--- src/hdl/upmps_consts.svh ---
// Constants of the pattern sequencer
`ifndef UPMPS_CONSTS_SVH
`define UPMPS_CONSTS_SVH
`define UPMPS_OFF_CTRL      8'h00
`define UPMPS_OFF_CMD       8'h04
`define UPMPS_OFF_WDATA     8'h08
`define UPMPS_OFF_STAT      8'h0c
`define UPMPS_CTRL_RST      32'h0000_0000
`define UPMPS_CTRL_ASYNC    0
`define UPMPS_CTRL_GP4DIS   1
`define UPMPS_CTRL_SAM      2
`define UPMPS_CTRL_PER_LSB  8
`define UPMPS_CMD_WRITE     8
`define UPMPS_CMD_EXC       9
`define UPMPS_START_RD_SGL  6'h00
`define UPMPS_START_RD_BST  6'h08
`define UPMPS_START_WR_SGL  6'h18
`define UPMPS_START_WR_BST  6'h20
`define UPMPS_START_REFRESH 6'h30
`define UPMPS_START_EXC     6'h3c
`define UPMPS_WORDS         64
`define UPMPS_BANKS         8
`endif

--- src/hdl/upmps_pkg.sv ---
// Types of the pattern sequencer
package upmps_pkg;
	typedef enum logic [1:0] {
		UPMPS_IDLE = 2'h0,
		UPMPS_RUN  = 2'h1,
		UPMPS_WAIT = 2'h3
	} upmps_state_e;
	typedef enum logic [1:0] {
		UPMPS_RD_SGL = 2'h0,
		UPMPS_RD_BST = 2'h1,
		UPMPS_WR_SGL = 2'h2,
		UPMPS_WR_BST = 2'h3
	} upmps_req_e;
	typedef enum logic [1:0] {
		UPMPS_PICK_NONE = 2'h0,
		UPMPS_PICK_REF  = 2'h1,
		UPMPS_PICK_EXC  = 2'h2,
		UPMPS_PICK_BUS  = 2'h3
	} upmps_pick_e;
	typedef struct packed {
		logic [16:0] rsvd;
		logic [7:0]  ctl;
		logic [1:0]  addr_mux_field;
		logic        sample;
		logic        ta;
		logic        disable_timer_trigger;
		logic        wait_enable_bit;
		logic        last;
	} upmps_word_s;
endpackage

--- src/hdl/upmps_tmr_if.sv ---
// Link between sequencer and bank disable timers
`timescale 1ns/100ps
interface upmps_tmr_if;
	logic       start;
	logic [2:0] bank;
	logic [7:0] period;
	logic [7:0] busy;
	modport seq (output start, output bank, output period, input busy);
	modport tmr (input start, input bank, input period, output busy);
endinterface

--- src/hdl/upmps_top.sv ---
// Programmable memory machine pattern sequencer with APB registers
`timescale 1ns/100ps
`include "upmps_consts.svh"
// ====================================================================
module upmps_top
	import upmps_pkg::*;
(
	input  wire logic        pclk,
	input  wire logic        presetn,
	input  wire logic        psel,
	input  wire logic        penable,
	input  wire logic        pwrite,
	input  wire logic [7:0]  paddr,
	input  wire logic [31:0] pwdata,
	output      logic [31:0] prdata,
	output      logic        pready,
	output      logic        pslverr,
	input  wire logic        bus_req_valid,
	input  wire logic [1:0]  bus_req_type,
	input  wire logic [2:0]  bus_req_bank,
	output      logic        bus_req_ready,
	input  wire logic        refresh_tick,
	input  wire logic        async_addr_strobe_n,
	input  wire logic [31:0] mem_data_in,
	output      logic [31:0] rd_data,
	output      logic [7:0]  mem_ctl,
	output      logic        transfer_ack_n,
	output      logic [1:0]  addr_mux
);
	// ====================================================================
	// Register interface
	logic [31:0]  ctrl_q, ctrl_d;
	logic [31:0]  wdata_q, wdata_d;
	logic [31:0]  prdata_q, prdata_d;
	logic         ram_we;
	logic [5:0]   ram_waddr;
	logic         exc_set;
	logic         async_mode, gp_line4_disable, start_addr_mux_bit;
	logic         apb_wr, apb_hit;
	upmps_state_e state_q, state_d;
	logic [5:0]   ptr_q, ptr_d;

	assign apb_wr  = psel && penable && pwrite;
	assign apb_hit = (paddr == `UPMPS_OFF_CTRL) || (paddr == `UPMPS_OFF_CMD) ||
		(paddr == `UPMPS_OFF_WDATA) || (paddr == `UPMPS_OFF_STAT);
	assign pready  = 1'b1;
	assign pslverr = psel && penable && !apb_hit;
	assign prdata  = prdata_q;
	assign async_mode         = ctrl_q[`UPMPS_CTRL_ASYNC];
	assign gp_line4_disable   = ctrl_q[`UPMPS_CTRL_GP4DIS];
	assign start_addr_mux_bit = ctrl_q[`UPMPS_CTRL_SAM];

	upmps_tmr_if tif ();

	always_comb begin
		ctrl_d    = ctrl_q;
		wdata_d   = wdata_q;
		prdata_d  = prdata_q;
		ram_we    = 1'b0;
		ram_waddr = pwdata[5:0];
		exc_set   = 1'b0;
		if (apb_wr && (paddr == `UPMPS_OFF_CTRL)) begin
			ctrl_d = pwdata;
		end
		if (apb_wr && (paddr == `UPMPS_OFF_WDATA)) begin
			wdata_d = pwdata;
		end
		if (apb_wr && (paddr == `UPMPS_OFF_CMD)) begin
			ram_we  = pwdata[`UPMPS_CMD_WRITE];
			exc_set = pwdata[`UPMPS_CMD_EXC];
		end
		// Read data latched in setup so it is steady for the access phase
		if (psel && !penable) begin
			case (paddr)
				`UPMPS_OFF_CTRL:  prdata_d = ctrl_q;
				`UPMPS_OFF_WDATA: prdata_d = wdata_q;
				`UPMPS_OFF_STAT:  prdata_d = {16'h0000, tif.busy, ptr_q, state_q};
				default:          prdata_d = 32'h0000_0000;
			endcase
		end
	end

	always_ff @(posedge pclk or negedge presetn) begin
		if (!presetn) begin
			ctrl_q   <= `UPMPS_CTRL_RST;
			wdata_q  <= 32'h0000_0000;
			prdata_q <= 32'h0000_0000;
		end else begin
			ctrl_q   <= ctrl_d;
			wdata_q  <= wdata_d;
			prdata_q <= prdata_d;
		end
	end

	// ====================================================================
	// Pattern store and bank timers
	logic [31:0] ram_rdata;
	upmps_word_s word;

	upmps_pat_ram u_ram (
		.pclk  (pclk),
		.wr_en (ram_we),
		.waddr (ram_waddr),
		.wdata (wdata_q),
		.raddr (ptr_q),
		.rdata (ram_rdata)
	);
	assign word = upmps_word_s'(ram_rdata);

	upmps_bank_tmr u_tmr (
		.pclk    (pclk),
		.presetn (presetn),
		.t       (tif)
	);

	// ====================================================================
	// Strobe synchroniser, first stage read only by the second
	logic as_meta_q, as_sync_q, as_asserted;
	always_ff @(posedge pclk or negedge presetn) begin
		if (!presetn) begin
			as_meta_q <= 1'b1;
			as_sync_q <= 1'b1;
		end else begin
			as_meta_q <= async_addr_strobe_n;
			as_sync_q <= as_meta_q;
		end
	end
	assign as_asserted = !as_sync_q;

	// ====================================================================
	// Arbitration and sequencer
	logic        ref_pend_q, ref_pend_d, exc_pend_q, exc_pend_d;
	logic        force_q, force_d, first_q, first_d, ta_q, ta_d;
	logic [7:0]  ctl_q, ctl_d;
	logic [1:0]  mux_q, mux_d, amx_q, amx_d;
	logic [2:0]  bank_q, bank_d;
	logic        launch, enter_wait, tstart, ref_clr, exc_clr;
	upmps_pick_e pick;
	logic [5:0]  start_ptr;

	assign enter_wait = (state_q == UPMPS_RUN) && word.wait_enable_bit &&
		async_mode && as_asserted;

	always_comb begin
		pick = UPMPS_PICK_NONE;
		if (ref_pend_q) begin
			pick = UPMPS_PICK_REF;
		end else if (exc_pend_q) begin
			pick = UPMPS_PICK_EXC;
		end else if (bus_req_valid && !tif.busy[bus_req_bank]) begin
			pick = UPMPS_PICK_BUS;
		end
	end

	always_comb begin
		case (pick)
			UPMPS_PICK_REF: start_ptr = `UPMPS_START_REFRESH;
			UPMPS_PICK_EXC: start_ptr = `UPMPS_START_EXC;
			default: begin
				case (upmps_req_e'(bus_req_type))
					UPMPS_RD_SGL: start_ptr = `UPMPS_START_RD_SGL;
					UPMPS_RD_BST: start_ptr = `UPMPS_START_RD_BST;
					UPMPS_WR_SGL: start_ptr = `UPMPS_START_WR_SGL;
					default:      start_ptr = `UPMPS_START_WR_BST;
				endcase
			end
		endcase
	end

	always_comb begin
		state_d = state_q;
		ptr_d   = ptr_q;
		force_d = force_q;
		first_d = 1'b0;
		ta_d    = ta_q;
		ctl_d   = ctl_q;
		mux_d   = mux_q;
		amx_d   = amx_q;
		bank_d  = bank_q;
		launch  = 1'b0;
		tstart  = 1'b0;
		ref_clr = 1'b0;
		exc_clr = 1'b0;
		bus_req_ready = 1'b0;
		case (state_q)
			UPMPS_IDLE: begin
				ctl_d  = 8'hff;
				ta_d   = 1'b1;
				launch = 1'b1;
			end
			UPMPS_RUN: begin
				// Freeze on strobe and wait bit
				if (enter_wait) begin
					state_d = UPMPS_WAIT;
				end else begin
					ctl_d = force_q ? 8'hff : word.ctl;
					ta_d  = force_q ? 1'b1 : word.ta;
					mux_d = first_q ? {1'b0, start_addr_mux_bit} : amx_q;
					amx_d = word.addr_mux_field;
					if (word.disable_timer_trigger && (!async_mode || force_q)) begin
						tstart = 1'b1;
					end
					if (word.last) begin
						force_d = 1'b0;
						launch  = 1'b1;
					end else begin
						ptr_d = ptr_q + 6'h01;
					end
				end
			end
			UPMPS_WAIT: begin
				// Pointer frozen, resume at next word
				if (!as_asserted) begin
					force_d = 1'b1;
					ctl_d   = 8'hff;
					ta_d    = 1'b1;
					ptr_d   = ptr_q + 6'h01;
					state_d = UPMPS_RUN;
				end
			end
			default: begin
				state_d = UPMPS_IDLE;
			end
		endcase
		// Only a finished or idle machine may take a new pattern
		if (launch) begin
			if (pick != UPMPS_PICK_NONE) begin
				state_d = UPMPS_RUN;
				ptr_d   = start_ptr;
				first_d = 1'b1;
				ref_clr = (pick == UPMPS_PICK_REF);
				exc_clr = (pick == UPMPS_PICK_EXC);
				bus_req_ready = (pick == UPMPS_PICK_BUS);
				if (pick == UPMPS_PICK_BUS) begin
					bank_d = bus_req_bank;
				end
			end else begin
				state_d = UPMPS_IDLE;
			end
		end
		// Set wins over clear so no tick is lost
		ref_pend_d = refresh_tick || (ref_pend_q && !ref_clr);
		exc_pend_d = exc_set || (exc_pend_q && !exc_clr);
	end

	assign tif.start  = tstart;
	assign tif.bank   = bank_q;
	assign tif.period = ctrl_q[`UPMPS_CTRL_PER_LSB +: 8];

	always_ff @(posedge pclk or negedge presetn) begin
		if (!presetn) begin
			state_q    <= UPMPS_IDLE;
			ptr_q      <= 6'h00;
			force_q    <= 1'b0;
			first_q    <= 1'b0;
			ta_q       <= 1'b1;
			ctl_q      <= 8'hff;
			mux_q      <= 2'h0;
			amx_q      <= 2'h0;
			bank_q     <= 3'h0;
			ref_pend_q <= 1'b0;
			exc_pend_q <= 1'b0;
		end else begin
			state_q    <= state_d;
			ptr_q      <= ptr_d;
			force_q    <= force_d;
			first_q    <= first_d;
			ta_q       <= ta_d;
			ctl_q      <= ctl_d;
			mux_q      <= mux_d;
			amx_q      <= amx_d;
			bank_q     <= bank_d;
			ref_pend_q <= ref_pend_d;
			exc_pend_q <= exc_pend_d;
		end
	end

	assign mem_ctl        = ctl_q;
	assign transfer_ack_n = ta_q;
	assign addr_mux       = mux_q;

	// ====================================================================
	// Data sampling
	logic [31:0] pos_q, pos_d, neg_q, neg_d;
	logic        samp;
	assign samp = (state_q == UPMPS_RUN) && !enter_wait && word.sample;
	always_comb begin
		pos_d = (samp && !gp_line4_disable) ? mem_data_in : pos_q;
		neg_d = (samp && gp_line4_disable) ? mem_data_in : neg_q;
	end
	always_ff @(posedge pclk or negedge presetn) begin
		if (!presetn) begin
			pos_q <= 32'h0000_0000;
		end else begin
			pos_q <= pos_d;
		end
	end
	// Half-cycle earlier capture trades setup margin for fewer cycles
	always_ff @(negedge pclk or negedge presetn) begin
		if (!presetn) begin
			neg_q <= 32'h0000_0000;
		end else begin
			neg_q <= neg_d;
		end
	end
	assign rd_data = gp_line4_disable ? neg_q : pos_q;
endmodule

--- src/hdl/upmps_pat_ram.sv ---
// Pattern word array with one write and one read port
`timescale 1ns/100ps
`include "upmps_consts.svh"
module upmps_pat_ram (
	input  wire logic        pclk,
	input  wire logic        wr_en,
	input  wire logic [5:0]  waddr,
	input  wire logic [31:0] wdata,
	input  wire logic [5:0]  raddr,
	output      logic [31:0] rdata
);
	// Contents are undefined until software loads them
	logic [31:0] mem [0:`UPMPS_WORDS-1];

	always_ff @(posedge pclk) begin
		if (wr_en) begin
			mem[waddr] <= wdata;
		end
	end

	// Read is combinational so a pattern end can launch the next word at once
	assign rdata = mem[raddr];
endmodule

--- src/hdl/upmps_bank_tmr.sv ---
// Per-bank disable timers
`timescale 1ns/100ps
`include "upmps_consts.svh"
module upmps_bank_tmr (
	input  wire logic pclk,
	input  wire logic presetn,
	upmps_tmr_if.tmr  t
);
	genvar g;
	generate
		for (g = 0; g < `UPMPS_BANKS; g++) begin : g_bank
			logic [7:0] cnt_q;
			logic [7:0] cnt_d;
			always_comb begin
				cnt_d = cnt_q;
				if (t.start && (t.bank == 3'(g))) begin
					cnt_d = t.period;
				end else if (cnt_q != 8'h00) begin
					cnt_d = cnt_q - 8'h01;
				end
			end
			always_ff @(posedge pclk or negedge presetn) begin
				if (!presetn) begin
					cnt_q <= 8'h00;
				end else begin
					cnt_q <= cnt_d;
				end
			end
			assign t.busy[g] = (cnt_q != 8'h00);
		end
	endgenerate
endmodule

--- config.mk ---
export PLATFORM = sky130hd
export DESIGN_NAME = upmps_top
export DESIGN_NICKNAME = d
export VERILOG_FILES = /design/src/hdl/upmps_pkg.sv /design/src/hdl/upmps_tmr_if.sv /design/src/hdl/upmps_top.sv /design/src/hdl/upmps_pat_ram.sv /design/src/hdl/upmps_bank_tmr.sv
export VERILOG_INCLUDE_DIRS = /design/src /design/src/hdl
export SDC_FILE = /design/constraint.sdc
export NUM_CORES = 1
export LEC_CHECK = 0
export ABC_AREA = 1
export BUFFER_PORTS_ARGS = -buffer_cell sky130_fd_sc_hd__buf_2
export CORE_MARGIN = 10
export CORE_UTILIZATION = 40
export CTS_CLUSTER_DIAMETER = 80
export DETAILED_ROUTE_END_ITERATION = 16
export PLACE_DENSITY_LB_ADDON = 0.12
export REMOVE_ABC_BUFFERS = 1
export SKIP_LAST_GASP = 1
export SLEW_MARGIN = 10
export SYNTH_ARGS = -nofsm -noshare
export SYNTH_HDL_FRONTEND = slang
export SYNTH_SLANG_ARGS = --single-unit
--- constraint.sdc ---
create_clock -name pclk -period 3.3 [get_ports pclk]
set_input_delay 0 -clock pclk [delete_from_list [all_inputs] [get_ports pclk]]
set_output_delay 0 -clock pclk [all_outputs]
set_load 0.02 [all_outputs]
After elaboration in Yosys (flattened, before gate mapping)
Memory sizes are Yosys's and may differ from the RTL's.
Index checks and enable logic that the tools add are counted.
{ "op_classes": {"addsub": 9, "n_lt_le_gt_ge": 1, "n_eq_ne": 23, "muxes": 66, "bitwise": 1, "n_reduce_logical": 69} }
{ "op_table": {"columns": ["operator", "count"], "rows": [
  ["$mux W8", 19],
  ["$pmux W32 S3", 1],
  ["$reduce_bool A8 Y1", 8],
  ["$sub A8 B1 Y8 const B", 8],
  ["$mux W32", 1],
  ["$mux W6", 5],
  ["$logic_and A1 B1 Y1", 26],
  ["$mux W1", 24],
  ["$pmux W6 S2", 2],
  ["$pmux W8 S3", 1],
  ["$reduce_bool A2 Y1", 10],
  ["$pmux W6 S3", 1],
  ["$eq A8 B4 Y1 const B", 2],
  ["$mux W2", 7],
  ["$eq A3 B3 Y1 const B", 4],
  ["$logic_not A1 Y1", 9],
  ["$reduce_and A3 Y1", 3],
  ["$eq A2 B2 Y1 const B", 4],
  ["$eq A8 B3 Y1 const B", 1],
  ["$logic_not A8 Y1", 1],
  ["$ne A2 B2 Y1 const B", 4],
  ["$add A6 B1 Y6 const B", 1],
  ["$eq A2 B1 Y1 const B", 3],
  ["$eq A3 B2 Y1 const B", 2],
  ["other kinds (14)", 22]
]} }
{ "totals": {"reg_bits": 254, "ram_bits": 2048, "inputBits": 85, "output_inout_bits": 78, "word_cells": 196, "n_memories": 1} }
{ "mem_list": {"columns": ["name", "words", "word_bits", "rd", "rd_ports_with_merged_regs", "write_ports", "line", "text"], "rows": [
  ["u_ram.mem", 64, 32, 1, 0, 1, "upmps_pat_ram.sv:13", "logic [31:0] mem [0:`UPMPS_WORDS-1];"]
]} }

Depth between registers and ports, before layout
{ "logic_depth": {"depth_word": 14, "ltp_mapped": 19, "mapped_depth_nobuf": 16} }

Modules after synthesis
From an unflattened synthesis, not the netlist that was laid out.
{ "hier_totals": {"cells_unflattened": 8427, "hier_area_um2": 95095.0} }
{ "modules_own_cells": {"columns": ["mod", "n_inst", "cells_each", "area_each_um2"], "rows": [
  ["upmps_pat_ram", 1, 6737, 82097.5],
  ["upmps_top", 1, 1074, 8660.8],
  ["upmps_bank_tmr", 1, 616, 4336.7]
]} }

==> results.md <==
- Run status: complete, but fails checks
- Failing checks: setup timing
- CTS tree: built
- Die Ht: 375 um
- Final setup violation count: 35
- Final core utilization: between 40% and 50%
- Worst setup path class: flop to flop
- CTS sink cnt: 1214
- Worst skew pair latency: 770 ps
- Synth Area in Adders: 0.373%
- Final hold viol count: 0
- Die area: 140000 um2
- Crit path setup slack, layout: -862 ps
- First-pass GRT wire length: 234 mm
- Cell total after placement: 6182
- CP Data Arrival Time: 3050 ps
- Synth top area cells: edfxtp_1 (57%), dfrtp_1 (10%), nand2_1 (5.5%), o21ai_0 (5.3%), nor2_1 (3.6%)
- Post-Synth XOR/XNOR Area: less than 1%
- Post-Syn Area: 50300 um2
- Die X: 375 um
- Antenna violations before repair: 4
- Routing usage on met1: approximately 31%
- Maximum Capacitance Violations: 0
- Post-synthesis register bit count: roughly 1200
- Relative slew slack: 25.4%
- Multiplexer area fraction after synthesis: 0.0199%
- Synth Area in Simple Gates: about an eighth
- Met2 GRT Util: 34.9%
- DRT antenna net count: 0
- Async SR Flop Fraction: between 20% and 30%
- Leak: 23.9 nW
- Post-placement setup slack: -892 ps
- GR Overflow Total: 0
- Core Rows: 130
- Synth Warn #: 0
- Reg-to-reg slack, setup: -860 ps
- Ys flop type: edfxtp_1
- Synth top area share: 57.3%
- Via count: 35614
- Net Sw Power: 15.3 mW
- Switch share: 33.0%
- Final setup skew: 80.0 ps
- Num CTS Buffers: 138
- Post-DP HPWL: 96.7 mm
- Netlist cell types: 53
- Total core area: around 130000 um2
- Vias per cell: around 5.4
- Critical R2R Launch: ptr_q[0]$_DFF_PN0_
- Root buffer cell: clkbuf_16
- Internal power: just over 30 mW
- Post-Layout Cell Count: about 6600
- Total GRT Usage: 21.9%
- Worst R2R Path Depth: 14
- Nets: 4911
- DRC viols: 0
- Port Buffers: approximately 160
- Vias in the first global route: 34929
- CP max FO: 8
- Post-layout instance area: 60800 um2
- Total Power Consumption: between 40 and 50 mW
- Pre-antenna DRT Iters: 8
- Largest net degree at the start of global routing: approximately 150
- RSZ-0062 raised after global routing: yes
- Share of layout cells above drive strength 1: approximately 16%
- Initial Utilization: 40.2%
- Syn_area_per_cell: 11.6 um2
- DP Area: about 54000 um2
- FF-to-FF End: neg_q[14]$_DFFE_NN0P_
- Ports: 163
- Routability cong.: 0.851
- CP endpoint kind: flop
- DR WL/cell: 23.9 um
- EDFF count, synth: 960
- Yosys top cell by area: edfxtp_1
- CTS Buffer Depth: 3
- Synth Area in Compound Gates: 11.3%
- GR peak layer: met2
- Seq/Total Area, Yosys: 70.0%
- Maximum VDD drop: 0.640 mV
- Clock transition at the registers of the reported paths: 60 ps
- Combinational fraction of design power: 28.6%
- Register share of total power: 38.5%
- Layout area overhead: 20.9%
- Worst setup SP type: flop
- Initial DRC count: 3716
- Hold Crit Class: input pin to asynchronous set/reset pin
- H-tree lvl count: 4
- GRT met3 Usage: approximately 3.5%
- Post-Syn Instances: 4334
- Worst slew pin tran: 1120 ps
- Max Transition Viols Final: 0
- Largest family of logic cells by synthesized area: simple AND/OR/NAND/NOR gates
- Clock power frac: 33.0%
- CP required: approximately 2200 ps
- Pwr dens: between 700 and 800 nW/um2
- Fillcell total: about 11000
- Drt total wl: 157 mm
## stage by stage
stage / setup TNS, ps / hold WS, ps
2_1_floorplan: -1582470 / -296
3_3_place_gp: -32090 / 15.0
3_5_place_dp: -35160 / 15.4
4_1_cts: -33780 / 3.89
5_1_grt: -40260 / 56.7
6_report: -27620 / 32.6
## placed cells by master, fill, tap and decap left out, types with 146 or more instances in the layout
cell type and instances:
edfxtp_1 960, nand2_1 720, o21ai_0 489, nor2_1 484, nand3_1 314, buf_4 275, dfrtp_1 191, inv_1 186
buf_2 160, clkbuf_16 146
## layout make-up
type | instances | area (um2) | area share, %
flip-flops and latches | 1214 | 35200 | 57.9
multi-input cells | 2661 | 13200 | 21.8
well taps | 1650 | 2060 | 3.39
diodes | 1 | 2.50 | 0.00411
repair inverters | 5 | 58.8 | 0.0967
repair buffers | 598 | 4970 | 8.18
inverters | 193 | 771 | 1.27
clock inverters | 58 | 644 | 1.06
clock buffers | 186 | 3820 | 6.28
## synth_stat cells, drive strengths merged, types with 11 or more instances
| master | number |
|---|---|
| ha | 15 |
| buf | 137 |
| o21ai | 616 |
| inv | 191 |
| a21oi | 113 |
| o22ai | 65 |
| nand2 | 737 |
| xor2 | 42 |
| dfstp | 11 |
| a22o | 16 |
| nor3 | 28 |
| clkbuf | 129 |
| dfrtp | 211 |
| o221ai | 79 |
| nor2 | 488 |
| edfxtp | 960 |
| nand3 | 335 |
| dfrtn | 32 |
| o211ai | 87 |
## layer usage
metal  wire length [um]  vias up  part of all wire [%]
met1              70900    17822                    45
met5                  0        -                     0
met4               3310        0                   2.1
li1                   -    16430                     -
met3               9490      211                   6.0
met2              73500     1151                    47
## power by group through the flow
stage	Combinational [mW]	Clock [mW]	Sequential [mW]
global route	14.5	16.2	18.0
global placement	12.4	0	18.1
floorplan	6.93	0	18.6
detailed placement	12.4	0	18.2
CTS	13.1	15.6	17.9
finish	13.3	15.3	17.9
## cells by family after synthesis
kind of cell / Yosys count
AND/OR/NAND/NOR: 1607
flip-flops: 1214
AO/OA/AOI/OAI: 990
buffers and inverters: 459
XOR/XNOR: 47
adder cells (fa/ha/maj): 15
other: 1
multiplexers: 1
## how the worst max path moves through the flow
| stage | start | end | slack [ps] | cells after the start |
|---|---|---|---|---|
| 6_report | ptr_q[0]$_DFF_PN0_ | neg_q[14]$_DFFE_NN0P_ | -860 | 14 |
| 5_1_grt | ptr_q[0]$_DFF_PN0_ | neg_q[21]$_DFFE_NN0P_ | -970 | 19 |
| 4_1_cts | ptr_q[0]$_DFF_PN0_ | neg_q[10]$_DFFE_NN0P_ | -840 | 15 |
| 3_5_place_dp | ptr_q[0]$_DFF_PN0_ | neg_q[16]$_DFFE_NN0P_ | -890 | 17 |
| 3_3_place_gp | ptr_q[0]$_DFF_PN0_ | neg_q[6]$_DFFE_NN0P_ | -830 | 17 |
| 2_1_floorplan | ptr_q[0]$_DFF_PN0_ | neg_q[0]$_DFFE_NN0P_ | -10940 | 16 |
## critical path: stages (launching register included)
cell      delay [ps]
dfrtp_4          500
buf_6            140
buf_12           130
clkinv_8          70
o21ai_2           50
nor2_1           110
o21ai_1           80
o211ai_1         230
buf_4            170
nand2_4           50
o21ai_4          200
nand2_8          160
buf_16           200
o21ai_2          110
nand2_1           60
## timing repair
action	in CTS	in global routing
buffers inserted	7	7
gates resized for setup	88	38
pin swaps	6	15
endpoints found under the hold margin	349	0
hold buffers	114	0
cloned	9	3
setup endpoints to repair	97	114
## state kept, by name, summed over array words and instances, names as in the netlist, 2 cells and up
| register | cells |
|---|---|
| pos_q | 32 |
| u_tmr.g_bank.cnt_q | 64 |
| ptr_q | 6 |
| addr_mux | 2 |
| state_q | 2 |
| bank_q | 3 |
| amx_q | 2 |
| wdata_q | 32 |
| neg_q | 32 |
| ctrl_q | 32 |
| prdata | 32 |
| mem_ctl | 8 |
| u_ram.mem | 960 |
No activity file was read; power rests on OpenSTA's default activity.
